==> src/ppt_pkg.sv <==
// package with register map, field positions and state for the pulse timer
package ppt_pkg;

	// ------------------------------------------------------------------
	// register offsets (byte addresses)
	// ------------------------------------------------------------------
	localparam logic [5:0] OFF_ENABLE = 6'h00; // channel_enable_reg
	localparam logic [5:0] OFF_RUN = 6'h04; // run_control_reg
	localparam logic [5:0] OFF_CTRL = 6'h08; // channel_control_reg
	localparam logic [5:0] OFF_MODE = 6'h0C; // count_mode_reg
	localparam logic [5:0] OFF_TOGGLE = 6'h10; // toggle_control_reg
	localparam logic [5:0] OFF_DUTY = 6'h14; // duty_compare_reg
	localparam logic [5:0] OFF_PERIOD = 6'h18; // period_compare_reg
	localparam logic [5:0] OFF_COUNT = 6'h1C; // up_counter, read only
	localparam logic [5:0] OFF_STATUS = 6'h20; // flip-flop and trigger state

	// ------------------------------------------------------------------
	// field positions
	// ------------------------------------------------------------------
	localparam int EN_BIT = 7; // channel enable
	localparam int RUN_BIT = 0; // count_run_bit
	localparam int RUN_PBIT = 2; // companion run bit
	localparam int DBUF_BIT = 7; // double_buffer_en
	localparam int EDGE_BIT = 6; // trigger_edge_sel
	localparam logic [1:0] TRIG_EXT = 2'h1; // external trigger start
	localparam int CLKSEL_LSB = 0; // 3-bit clock select
	localparam int CLRE_BIT = 3; // clear on period match
	localparam int TEN0_BIT = 2; // duty_match_toggle_en
	localparam int TEN1_BIT = 3; // period_match_toggle_en
	localparam logic [1:0] FF_INV = 2'h0;
	localparam logic [1:0] FF_SET = 2'h1;
	localparam logic [1:0] FF_CLR = 2'h2;

	// ------------------------------------------------------------------
	// reset values
	// ------------------------------------------------------------------
	localparam logic [7:0] RST_CTRL = 8'h00;
	localparam logic [7:0] RST_MODE = 8'h00;
	localparam logic [3:0] RST_TOGGLE = 4'h0;
	localparam logic [15:0] RST_CMP = 16'h0000;
	localparam logic RST_FF = 1'b0; // undefined in hardware, zero here

	// ------------------------------------------------------------------
	// state of the whole block
	// ------------------------------------------------------------------
	typedef struct packed {
		logic ack; // bus answer cycle
		logic [31:0] rdata;
		logic en;
		logic [1:0] run; // {companion, run}
		logic [7:0] ctrl;
		logic [7:0] mode;
		logic [3:0] toggle; // toggle control bits 5:2
		logic [15:0] duty;
		logic [15:0] period;
		logic [15:0] duty_buf;
		logic [15:0] period_buf;
		logic [15:0] count;
		logic [6:0] presc;
		logic ff;
		logic started; // trigger seen in external mode
		logic trig_q; // previous trigger level
		logic irq0;
		logic irq1;
	} ppt_state_s;

endpackage : ppt_pkg

==> src/ppt_timer.sv <==
// programmable pulse timer channel with an Avalon-MM register slave
// Notes on behaviour
// - square wave, programmable frequency, duty, polarity
// - flip-flop inverts on duty or period match
// - buffered duty loads on period match
// - duty and period registers are 16 bits
// - enable bit 7 turns channel on
// - run bits 2 and 0 start/stop
// - buffering off while initial values written
// - buffered values take effect at match
// - toggle enables and flip-flop initial value
// - mode selects prescaler tap 001 to 111
// - counter clears on period match
// - control field 01 starts on trigger
// - toggle enables 11 invert on each match, hold when both coincide
// - run in trigger mode arms counter
// - run cleared stops and clears counter
// - force field: invert, set, clear
// - stopped counter: compare writes immediate
// - edge select: 0 rising, 1 falling
`timescale 1ns/1ps

module ppt_timer (
	input wire logic CLK_SYS,
	input wire logic ARST_N,
	input wire logic [5:0] AVS_ADDRESS,
	input wire logic AVS_READ,
	input wire logic AVS_WRITE,
	input wire logic [31:0] AVS_WRITEDATA,
	output logic [31:0] AVS_READDATA,
	output logic AVS_WAITREQUEST,
	input wire logic TRIGGER_INPUT_PIN,
	output logic TIMER_OUTPUT_PIN,
	output logic DUTY_MATCH_IRQ,
	output logic PERIOD_MATCH_IRQ
);

	// ------------------------------------------------------------------
	// helpers
	// ------------------------------------------------------------------

	// prescaler tap: select n ticks once every 2**n clocks, 0 never
	function automatic logic tap_hit(input logic [6:0] p,
		input logic [2:0] sel);
		logic [6:0] m;
		m = 7'h7F >> (3'h7 - sel);
		tap_hit = (sel != 3'h0) && ((p & m) == m);
	endfunction : tap_hit

	ppt_pkg::ppt_state_s s;
	ppt_pkg::ppt_state_s next_s;
	logic running;
	logic ext_mode;
	logic counting;
	logic tick;
	logic m0;
	logic m1;
	logic trig_edge;
	logic acc_wr;
	logic acc_rd;
	logic [15:0] wdata16;

	// ------------------------------------------------------------------
	// bus handshake: one wait cycle, answer on the second
	// ------------------------------------------------------------------
	assign AVS_WAITREQUEST = (AVS_READ | AVS_WRITE) & ~s.ack;
	assign acc_wr = AVS_WRITE & s.ack;
	assign acc_rd = AVS_READ & s.ack;
	assign wdata16 = AVS_WRITEDATA[15:0];

	// outputs straight from flops
	assign AVS_READDATA = s.rdata;
	assign TIMER_OUTPUT_PIN = s.ff;
	assign DUTY_MATCH_IRQ = s.irq0;
	assign PERIOD_MATCH_IRQ = s.irq1;

	// ------------------------------------------------------------------
	// counting condition and compare matches
	// ------------------------------------------------------------------
	always_comb begin
		running = s.en && (s.run == 2'h3);
		ext_mode = s.ctrl[1:0] == ppt_pkg::TRIG_EXT;
		trig_edge = s.ctrl[ppt_pkg::EDGE_BIT] ?
			(s.trig_q & ~TRIGGER_INPUT_PIN) :
			(~s.trig_q & TRIGGER_INPUT_PIN);
		counting = running && (!ext_mode || s.started);
		tick = counting &&
			tap_hit(s.presc, s.mode[ppt_pkg::CLKSEL_LSB +: 3]);
		m0 = tick && (s.count == s.duty);
		m1 = tick && (s.count == s.period);
	end

	// ------------------------------------------------------------------
	// next state
	// ------------------------------------------------------------------
	always_comb begin
		next_s = s;
		next_s.ack = (AVS_READ | AVS_WRITE) & ~s.ack;
		next_s.trig_q = TRIGGER_INPUT_PIN;
		next_s.presc = s.presc + 7'h01;
		next_s.irq0 = m0;
		next_s.irq1 = m1;

		// counter: stop clears, period match clears, else increment
		if (!running) begin
			next_s.count = 16'h0000;
			next_s.started = 1'b0;
			next_s.presc = 7'h00;
		end else begin
			if (ext_mode && trig_edge)
				next_s.started = 1'b1;
			if (m1 && s.mode[ppt_pkg::CLRE_BIT])
				next_s.count = 16'h0000;
			else if (tick)
				next_s.count = s.count + 16'h0001;
		end

		// buffered compare values move on period match
		if (m1 && s.ctrl[ppt_pkg::DBUF_BIT]) begin
			next_s.duty = s.duty_buf;
			next_s.period = s.period_buf;
		end

		// output flip-flop toggles on one enabled match, holds when both enabled matches coincide
		if ((m0 && s.toggle[ppt_pkg::TEN0_BIT - 2]) ^
			(m1 && s.toggle[ppt_pkg::TEN1_BIT - 2]))
			next_s.ff = ~s.ff;

		// register writes, taken on the answer cycle
		if (acc_wr) begin
			case (AVS_ADDRESS)
			ppt_pkg::OFF_ENABLE: begin
				next_s.en = AVS_WRITEDATA[ppt_pkg::EN_BIT];
			end
			ppt_pkg::OFF_RUN: begin
				next_s.run = {AVS_WRITEDATA[ppt_pkg::RUN_PBIT],
					AVS_WRITEDATA[ppt_pkg::RUN_BIT]};
			end
			ppt_pkg::OFF_CTRL: begin
				next_s.ctrl = AVS_WRITEDATA[7:0];
			end
			ppt_pkg::OFF_MODE: begin
				next_s.mode = AVS_WRITEDATA[7:0];
			end
			ppt_pkg::OFF_TOGGLE: begin
				next_s.toggle = AVS_WRITEDATA[5:2];
				case (AVS_WRITEDATA[1:0])
				ppt_pkg::FF_INV: next_s.ff = ~s.ff;
				ppt_pkg::FF_SET: next_s.ff = 1'b1;
				ppt_pkg::FF_CLR: next_s.ff = 1'b0;
				default: next_s.ff = next_s.ff;
				endcase
			end
			ppt_pkg::OFF_DUTY: begin
				next_s.duty_buf = wdata16;
				if (!(s.ctrl[ppt_pkg::DBUF_BIT] && running))
					next_s.duty = wdata16;
			end
			ppt_pkg::OFF_PERIOD: begin
				next_s.period_buf = wdata16;
				if (!(s.ctrl[ppt_pkg::DBUF_BIT] && running))
					next_s.period = wdata16;
			end
			default: begin
				next_s.rdata = s.rdata; // unmapped: ignored
			end
			endcase
		end

		// register reads, data stands on the answer cycle
		if (next_s.ack && AVS_READ) begin
			case (AVS_ADDRESS)
			ppt_pkg::OFF_ENABLE: next_s.rdata = {24'h000000, s.en, 7'h00};
			ppt_pkg::OFF_RUN: next_s.rdata = {29'h00000000, s.run[1],
				1'b0, s.run[0]};
			ppt_pkg::OFF_CTRL: next_s.rdata = {24'h000000, s.ctrl};
			ppt_pkg::OFF_MODE: next_s.rdata = {24'h000000, s.mode};
			ppt_pkg::OFF_TOGGLE: next_s.rdata = {26'h0000000, s.toggle,
				2'h3};
			ppt_pkg::OFF_DUTY: next_s.rdata = {16'h0000, s.duty};
			ppt_pkg::OFF_PERIOD: next_s.rdata = {16'h0000, s.period};
			ppt_pkg::OFF_COUNT: next_s.rdata = {16'h0000, s.count};
			ppt_pkg::OFF_STATUS: next_s.rdata = {29'h00000000, running,
				s.started, s.ff};
			default: next_s.rdata = 32'h00000000;
			endcase
		end
	end

	// ------------------------------------------------------------------
	// state register
	// ------------------------------------------------------------------
	always_ff @(posedge CLK_SYS or negedge ARST_N) begin
		if (!ARST_N) begin
			s <= '0;
			s.ctrl <= ppt_pkg::RST_CTRL;
			s.mode <= ppt_pkg::RST_MODE;
			s.toggle <= ppt_pkg::RST_TOGGLE;
			s.duty <= ppt_pkg::RST_CMP;
			s.period <= ppt_pkg::RST_CMP;
			s.ff <= ppt_pkg::RST_FF;
		end else begin
			s <= next_s;
		end
	end
endmodule : ppt_timer

==> config.mk <==
export PLATFORM = sky130hd
export DESIGN_NAME = ppt_timer
export DESIGN_NICKNAME = d
export VERILOG_FILES = /design/src/ppt_pkg.sv /design/src/ppt_timer.sv
export SDC_FILE = /design/constraint.sdc
export NUM_CORES = 1
export LEC_CHECK = 0
export BUFFER_PORTS_ARGS = -buffer_cell sky130_fd_sc_hd__buf_2
export CAP_MARGIN = 20
export CORE_UTILIZATION = 40
export DETAILED_ROUTE_END_ITERATION = 6
export PLACE_DENSITY_LB_ADDON = 0.1
export SETUP_SLACK_MARGIN = 0.4
export SLEW_MARGIN = 10
export SYNTH_ARGS = -nofsm -noshare
export SYNTH_HDL_FRONTEND = slang
export SYNTH_SLANG_ARGS = --single-unit
export TNS_END_PERCENT = 100
==> constraint.sdc <==
create_clock -name CLK_SYS -period 3 [get_ports CLK_SYS]
set_input_delay 0.9 -clock CLK_SYS [delete_from_list [all_inputs] [get_ports CLK_SYS]]
set_output_delay 0.9 -clock CLK_SYS [all_outputs]
set_load 0.01 [all_outputs]
==> results of run 1 <==
==> synth_stat cells (2+ instances only) <==
master	n	share of area [%]
nor2_1	56	3.2
ha_1	2	0.38
a21o_1	6	0.68
nor2b_1	2	0.19
or3_4	2	0.34
mux2i_1	32	4.8
mux2_1	8	1.4
inv_1	6	0.34
buf_2	3	0.23
nand4_1	7	0.66
nand3_1	14	1.1
a21oi_1	49	3.7
and2_1	5	0.47
nor3b_1	2	0.23
or2_2	2	0.19
nand2b_1	2	0.19
a222oi_1	19	2.9
a22o_1	5	0.66
xor2_1	40	5.3
o31ai_1	3	0.34
or3_1	7	0.66
dfrtp_1	132	50
and3_1	5	0.47
nor4_1	10	0.94
xnor2_1	3	0.40
buf_4	32	3.6
nor3_1	5	0.38
buf_6	3	0.51
a22oi_1	6	0.68
clkbuf_1	24	1.4
o21ai_0	18	1.4
nand2_1	27	1.5
mux2_2	47	8.0
==> per-layer routing <==
metal	up-vias	GRT usage [%]
li1	2203	-
met1	2375	29.1
met2	116	32.6
met3	21	5.46
met4	0	7.51
met5	-	0
==> cell type report <==
type | count | area [sq um] | share of cell area [%]
Tap cell | 216 | 270 | 3.55
Clock buffer | 21 | 470 | 6.18
Timing Repair Buffer | 64 | 409 | 5.37
Clock inverter | 10 | 148 | 1.94
Sequential cell | 132 | 3300 | 43.4
Inverter | 6 | 22.5 | 0.296
Multi-Input combinational cell | 418 | 2990 | 39.3
==> per-stage QoR <==
step	instances	setup slack, ns
finish	867	0.497
global route	867	0.417
CTS	867	0.500
detailed placement	836	0.418
global placement	836	0.455
floorplan	618	0.396
==> worst register-to-register path, cell delays in order (launching register included) <==
cell and delay (ns):
dfrtp_1 0.48, xor2_1 0.20, nor4_1 0.36, nand4_1 0.31, nor4b_4 0.36, buf_12 0.30, mux2i_1 0.25, a21oi_1 0.09
==> logic make-up after synthesis <==
kind of cell	after synthesis	share of synthesized area (%)
adders and majority gates	2	0.377
AOI/OAI and AO/OA	113	11.3
DFF	132	49.8
xor gates and xnor gates	44	6.02
muxes	87	14.2
other	1	0.0565
buffers and inverters	68	6.05
and+or+nand+nor	156	12.3
==> worst max-delay path by stage <==
stage	from	end
after floorplan	AVS_ADDRESS[1]	s[104]
after global routing	s[16]	s[61]
final	s[18]	s[77]
after detailed placement	AVS_ADDRESS[1]	s[105]
after CTS	s[18]	s[77]
after global placement	AVS_ADDRESS[1]	s[108]
==> registers in the layout, summed over array words and instances, names as in the netlist <==
name	count
TIMER_OUTPUT_PIN	1
PERIOD_MATCH_IRQ	1
s	113
AVS_READDATA	16
DUTY_MATCH_IRQ	1
==> placed cells by master (no fill, tap or decap), types with 6 or more instances in the layout <==
master,instances
conb_1,16
nand3_1,14
o21ai_0,18
buf_2,45
or3_1,7
dfrtp_1,132
inv_1,6
a22oi_1,6
nor4_1,10
nor2_1,56
mux2i_1,32
nand2_1,27
nand4_1,7
mux2_2,47
a21oi_1,49
a222oi_1,19
xor2_1,40
mux2_1,8
buf_4,15
clkbuf_16,17
==> power breakdown <==
group | total (mW) | internal, mW | leakage [nW] | switching, mW
Clock | 2.16 | 1.38 | 0.292 | 0.786
Sequential | 1.99 | 1.88 | 1.67 | 0.107
Combinational | 0.280 | 0.125 | 1.34 | 0.155
Total | 4.43 | 3.38 | 3.30 | 1.05
==> what timing repair did <==
action	4_1_cts	5_1_grt
endpoints found under the hold margin	0	0
endpoints found under the setup margin	0	16
resized for setup	0	1
==> flow_summary_export.csv, run 1 <==
group,metric,value,unit
run,maxCapViolCount,0,
sta,maxSlewViolCount,0,
setup_path,critPathLaunchType,"flop",
drt,drc,0,
die,core-area,0.0161,sq mm
drt,wl_met1,7960,microns
setup_path,crit_path_max_incr_delay,0.48,ns
clocking,cts_tree,"done",
power,vdd_drop_max,0.428,mV
place,gp_congestion,0.892,
drt,dr_wl_met3,880,microns
global_routing,grtUsageTotal,21.3,%
final_layout,final_core_util,47.4,%
global_routing,grt_pass1_vias,4788,
drt,routed-wl-met2,7530,microns
global_routing,grt_pass1_wl,26400,microns
setup_path,critical_path_class,"flop to flop",
die,io_pins,79,
global_routing,grt_max_degree,58,
setup_path,crit_path_cell_trace,"xor2_1 -> nor4_1 -> nand4_1 -> nor4b_4 -> buf_12 -> mux2i_1 -> a21oi_1",
yosys,synth-edff-count,0,
final_layout,antenna_cells,0,
yosys,ys_ff_latch,132,
drt,first_pass_iters,6,
setup_path,regToRegStartpoint,"s[18]",
setup_path,cp_data_arrival_time,2.78,ns
setup_path,cp.required,3.28,ns
place,placed_cell_area,0.00700,sq mm
clocking,cts_inserted_buffers,17,
final_layout,finalInstanceArea,0.00762,sq mm
sta,relSlewSlack,61.4,%
global_routing,antenna_found_initial,0,
min_path,hp-class,"input port to asynchronous set/reset pin",
yosys,yosysWarnings,0,
setup_path,end_kind,"flop",
drt,vias,4715,
clocking,clock_path_buffers,2,
sta,skew,0.00867,ns
sta,setup_tns,0,ns
clocking,post_cts_buffers,0,
die,die_h,131,microns
sta,fin_crit,2.50,ns
setup_path,r2r_end,"s[77]",
drt,via_per_inst,5.44,
drt,top_layer,"met4",
sta,rsz0062_at_grt,"false",
yosys,ys.flop_type,"dfrtp_1",
run_status,status,"completed",
die,dieArea,0.0171,sq mm
final_layout,area_delta_synth_final,14.8,%
sta,setup_viol,0,
die,start_util,41.3,%
clocking,ctsHoldBuffers,0,
clocking,htree_num_levels,4,
final_layout,fillers,1510,
clocking,clock_latency,0.42,ns
setup_path,ff2ff_setup_slack,0.50,ns
yosys,synth-async-reset-ratio,100,%
die,rows,46,
drt,postRouteAntennaNets,0,
drt,totalWireLength,16600,microns
place,dp_hpwl,11600,microns
die,die_w,131,microns
setup_path,worst-r2r-cell-count,7,
setup_path,critPathMaxFanout,32,
yosys,synthCells,603,
yosys,synth-seq-area-share,49.8,%
final_layout,drive_gt1_share,23.5,%
final_layout,fin_nets,684,
yosys,syn_area,0.00663,sq mm
power,finalPower,4.43,mW
yosys,ys_types,52,
clocking,cts-root-buf,"clkbuf_16",
sta,hold-worst-slack,0.447,ns
setup_path,cp_top_family,"simple AND/OR/NAND/NOR gates",
power,p_leak,3.30,nW
yosys,syn_area_per_cell,11.0,sq um
drt,first_iter_violations,416,
clocking,cts.sinks,132,
setup_path,cp_num_buf_inv,1,
sta,finalHoldViolations,0,
sta,fmax,399,MHz
setup_path,path_depth,7,
global_routing,grt-ovfl-total,0,
sta,finalCritPeriodShare,83.4,%
place,port-buffer-count,46,
sta,tightestPinTransition,0.578,ns
drt,wl_per_cell,19.2,microns
setup_path,crit_path_top_delay_cell,"dfrtp_1",
clocking,clk_pin_slew,0.06,ns
power,p_per_area,582,mW/mm^2
No activity file was read; power rests on OpenSTA's default activity.
==> run 2, diff against run 1 <==
- clock period: 3 -> 2.6 ns (I/O delays scaled with it)
==> flow_summary_export.csv, run 2 (synthesis results as in run 1) <==
group,metric,value,unit
run_status,status,"completed",
final_layout,fillers,1454,
clocking,htree_num_levels,4,
sta,maxSlewViolCount,0,
place,pre_cts_ws,0.0731,ns
place,port-buffer-count,46,
setup_path,end_kind,"flop",
final_layout,drive_gt1_share,29.7,%
sta,fmax,445,MHz
clocking,cts.sinks,132,
final_layout,seq_area,0.00332,sq mm
setup_path,cp_data_arrival_time,2.53,ns
setup_path,ff2ff_setup_slack,0.35,ns
die,io_pins,79,
drt,first_pass_iters,5,
setup_path,regToRegStartpoint,"s[104]",
global_routing,grt-ovfl-total,0,
setup_path,r2r_end,"s[75]",
global_routing,antenna_found_initial,0,
clocking,ctsHoldBuffers,0,
setup_path,worst-r2r-cell-count,9,
sta,skew,0.0150,ns
setup_path,cp.required,2.88,ns
die,core-area,0.0161,sq mm
final_layout,multi_input_area,0.00304,sq mm
clocking,clock_path_buffers,2,
place,place_inst,844,
place,placed_cell_area,0.00712,sq mm
setup_path,critPathMaxFanout,8,
drt,drc,0,
clocking,cts_tree,"done",
global_routing,grt_max_degree,51,
drt,first_iter_violations,406,
final_layout,final_cell_mix,"dfrtp_1, nor2_1, a21oi_1",
place,dp_hpwl,11800,microns
global_routing,grt_pass1_vias,4838,
global_routing,grtUsageTotal,22.0,%
drt,postRouteAntennaNets,0,
final_layout,antenna_cells,0,
final_layout,area_delta_synth_final,20.3,%
die,start_util,41.3,%
global_routing,grt_pass1_wl,27100,microns
sta,finalCritPeriodShare,86.5,%
final_layout,top_register,"s",
setup_path,crit_path_cell_trace,"nor3b_1 -> or3_4 -> a21o_4 -> nor4b_4 -> buf_4 -> buf_6 -> buf_16 -> mux2i_1 -> a21oi_1",
setup_path,crit_end,"s[75]",
die,die_h,131,microns
global_routing,gr-max-usage-layer,"met2",
drt,totalWireLength,17200,microns
die,dieArea,0.0171,sq mm
global_routing,use_met1,31.1,%
drt,via_per_inst,5.45,
sta,setup_viol,0,
sta,setup_tns,0,ns
run,maxCapViolCount,0,
power,p_per_area,633,mW/mm^2
final_layout,finalInstanceArea,0.00798,sq mm
global_routing,grtUsageMet2,34.0,%
setup_path,critical_path_class,"flop to flop",
drt,wl_per_cell,19.2,microns
setup_path,startpoint,"s[104]",
setup_path,crit_path_max_incr_delay,0.38,ns
final_layout,final_cell_count_no_fill,896,
final_layout,largest_register_ff_count,113,
final_layout,final_core_util,49.7,%
power,p_leak,3.47,nW
min_path,hp-class,"input port to asynchronous set/reset pin",
sta,finalHoldViolations,0,
sta,rsz0062_at_grt,"true",
final_layout,fin_nets,712,
clocking,clk_pin_slew,0.06,ns
clocking,cts-root-buf,"clkbuf_16",
setup_path,crit_path_top_delay_cell,"dfrtp_1",
drt,vias,4881,
power,vdd_drop_max,0.403,mV
place,gp_congestion,0.876,
sta,finalWorstSetupSlack,0.351,ns
setup_path,critPathLaunchType,"flop",
clocking,cts_inserted_buffers,17,
global_routing,grt_use_met3,4.48,%
die,rows,46,
die,die_w,131,microns
final_layout,layout.cells.most_common,"dfrtp_1",
sta,fin_crit,2.25,ns
clocking,clock_latency,0.42,ns
==> run 2: cell count changes in the layout (fill, tap and decap cells not counted), moves of 4 or more <==
cell      delta
nor4_1       -4
dfrtp_2     +14
buf_12       +5
dfrtp_1     -14
clkinv_2     +4
buf_4       +19
==> run 2: power breakdown <==
group	internal (mW)	total, mW	leakage (nW)	switching [mW]
clock	1.53	2.42	0.298	0.886
sequential	2.17	2.29	1.65	0.120
combinational	0.152	0.341	1.52	0.189
total	3.86	5.06	3.47	1.20
==> run 2: final cells by class <==
cell class	instances	area share, %
sequential	132	41.6
multi-input combinational	418	38.1
timing repair buffer	92	9.14
clock buffer	20	5.60
tap	216	3.39
clock inverter	12	1.93
inverter	6	0.282
==> run 2: per-layer routing <==
layer,vias up,routed length [microns],share of wire [%]
li1,2265,-,-
met1,2459,8260,48
met2,147,7940,46
met3,10,923,5.4
met4,0,109,0.63
met5,-,0,0
==> run 2: timing repair <==
| item | 4_1_cts | 5_1_grt |
|---|---|---|
| setup buffers | 14 | 3 |
| endpoints found under the setup margin | 49 | 49 |
| cloned | 3 | 0 |
| pin swaps | 26 | 15 |
| resized for setup | 21 | 5 |
==> run 2: how the worst min path moves through the flow <==
stage	startpoint	endpoint	slack [ns]	cells past startpoint
floorplan	AVS_READDATA[1]	AVS_READDATA[1]	0.45	1
global placement	s[147]	s[147]	0.43	1
detailed placement	s[147]	s[147]	0.44	1
CTS	ARST_N	s[147]	0.33	1
global route	ARST_N	s[3]	0.35	1
finish	ARST_N	s[3]	0.33	1
==> run 2: critical path: cells and delay by family, from the launching register on <==
| kind | cells | cell delay [ns] |
|---|---|---|
| compound gates | 2 | 0.32 |
| mux | 1 | 0.18 |
| simple gates | 3 | 0.82 |
| flops | 1 | 0.38 |
| buf+inv | 3 | 0.41 |
==> run 2: stage by stage <==
| step | power (mW) | hold WS, ns |
|---|---|---|
| after floorplan | 2.49 | 0.451 |
| after global placement | 2.64 | 0.431 |
| after detailed placement | 2.66 | 0.441 |
| after CTS | 5.13 | 0.331 |
| after global routing | 5.27 | 0.354 |
| final | 5.06 | 0.329 |
==> run 3, diff against run 2 <==
- PLACE_DENSITY_LB_ADDON: 0.1 -> unset
==> flow_summary_export.csv, run 3 (synthesis results as in run 1) <==
group,metric,value,unit
setup_path,critical_path_class,"flop to flop",
setup_path,critPathMaxFanout,6,
power,p_int,3.97,mW
power,seqPwrFrac,43.8,%
clocking,clock_latency,0.43,ns
sta,skew,0.00961,ns
final_layout,antenna_cells,0,
sta,finalCritPeriodShare,89.7,%
global_routing,grt_pass1_vias,4801,
clocking,cts_tree,"done",
drt,top_layer,"met4",
power,combPwrFrac,6.6,%
setup_path,critPathLaunchType,"flop",
power,clkPwrFrac,49.6,%
drt,via_per_inst,5.46,
drt,postRouteAntennaNets,0,
final_layout,fillers,1419,
power,vdd_drop_max,0.513,mV
setup_path,worst-r2r-cell-count,8,
run,maxCapViolCount,0,
die,die_h,131,microns
final_layout,fin_nets,720,
die,start_util,41.3,%
place,port-buffer-count,46,
run_status,status,"completed",
die,die_w,131,microns
final_layout,area_delta_synth_final,21.9,%
place,dp_hpwl,11300,microns
power,p_leak,3.52,nW
sta,fin_crit,2.33,ns
final_layout,layout.cells.most_common,"dfrtp_1",
die,io_pins,79,
final_layout,drive_gt1_share,31.0,%
global_routing,grt_pass1_wl,26100,microns
sta,finalHoldViolations,0,
global_routing,antenna_found_initial,0,
power,p_per_area,646,mW/mm^2
setup_path,end_kind,"flop",
global_routing,grtUsageTotal,20.8,%
place,pre_cts_ws,0.130,ns
clocking,cts.sinks,132,
drt,vias,4936,
clocking,clk_pin_slew,0.06,ns
die,dieArea,0.0171,sq mm
global_routing,grt-ovfl-total,0,
die,core-area,0.0161,sq mm
sta,rsz0062_at_grt,"true",
drt,wl_per_cell,18.5,microns
final_layout,finalInstanceArea,0.00809,sq mm
drt,drc,0,
drt,totalWireLength,16700,microns
min_path,hp-class,"input port to asynchronous set/reset pin",
sta,finalWorstSetupSlack,0.268,ns
setup_path,ff2ff_setup_slack,0.27,ns
power,p_switching,1.25,mW
setup_path,cp_data_arrival_time,2.67,ns
drt,first_pass_iters,6,
drt,wl_met1,7860,microns
setup_path,regToRegStartpoint,"s[21]",
setup_path,cp.required,2.94,ns
clocking,cts_inserted_buffers,17,
drt,dr_wl_met3,848,microns
setup_path,r2r_end,"TIMER_OUTPUT_PIN",
sta,maxSlewViolCount,0,
clocking,ctsHoldBuffers,0,
place,placed_cell_area,0.00711,sq mm
power,sw_frac_of_total,24.0,%
sta,setup_tns,0,ns
final_layout,final_cell_mix,"dfrtp_1, nor2_1, a21oi_1",
die,rows,46,
sta,setup_viol,0,
place,gp_congestion,0.923,
final_layout,final_core_util,50.4,%
final_layout,final_cell_count_no_fill,904,
drt,routed-wl-met2,7670,microns
final_layout,top_register,"s",
clocking,htree_num_levels,4,
clocking,clock_path_buffers,2,
global_routing,grt_max_degree,67,
final_layout,largest_register_ff_count,113,
place,place_inst,844,
drt,first_iter_violations,554,
sta,fmax,429,MHz
clocking,cts-root-buf,"clkbuf_16",
## run 3: critical path, stage by stage, from the launching register on
cell     delay, ns
dfrtp_2       0.45
buf_4         0.15
buf_4         0.12
xor2_1        0.16
nor4_2        0.36
nand4_1       0.25
nor4b_2       0.31
xnor3_1       0.26
a21oi_1       0.18
## run 3: final cells by class
| type | instances | area [sq um] | area share (%) |
|---|---|---|---|
| flip-flops and latches | 132 | 3320 | 41.0 |
| well taps | 216 | 270 | 3.34 |
| repair buffers | 100 | 778 | 9.62 |
| multi-input cells | 418 | 3060 | 37.8 |
| clock inverters | 13 | 195 | 2.41 |
| clock buffers | 19 | 443 | 5.48 |
| inverters | 6 | 22.5 | 0.279 |
## run 3: layer usage
layer  up-vias  GRT usage (%)
met5         -              0
met4         0           8.05
met3        28           4.44
met2       184           32.0
met1      2439           28.6
li1       2285              -
## run 3: metrics by stage
step / power [mW] / hold slack, ns
6_report: 5.23 / 0.229
5_1_grt: 5.40 / 0.227
4_1_cts: 5.25 / 0.227
3_5_place_dp: 2.65 / 0.439
3_3_place_gp: 2.63 / 0.431
2_1_floorplan: 2.49 / 0.451
## run 3: power groups by stage
stage / Combinational, mW / Sequential [mW] / Clock (mW)
final: 0.346 / 2.29 / 2.59
after global routing: 0.388 / 2.30 / 2.72
after CTS: 0.348 / 2.28 / 2.62
after detailed placement: 0.333 / 2.32 / 0
after global placement: 0.321 / 2.31 / 0
after floorplan: 0.216 / 2.27 / 0
## run 3: repair_timing
| action | CTS | global route |
|---|---|---|
| gates cloned | 2 | 1 |
| buffers inserted | 12 | 13 |
| resized for setup | 11 | 17 |
| setup endpoints to repair | 49 | 49 |
| pin swaps | 14 | 21 |
## run 3: worst max path at each step
stage,from,end,cells after the start
floorplan,AVS_ADDRESS[1],s[36],6
global placement,AVS_ADDRESS[1],AVS_READDATA[4],7
detailed placement,AVS_ADDRESS[1],AVS_READDATA[3],7
CTS,s[71],s[82],9
global route,s[23],s[66],10
finish,s[21],TIMER_OUTPUT_PIN,8
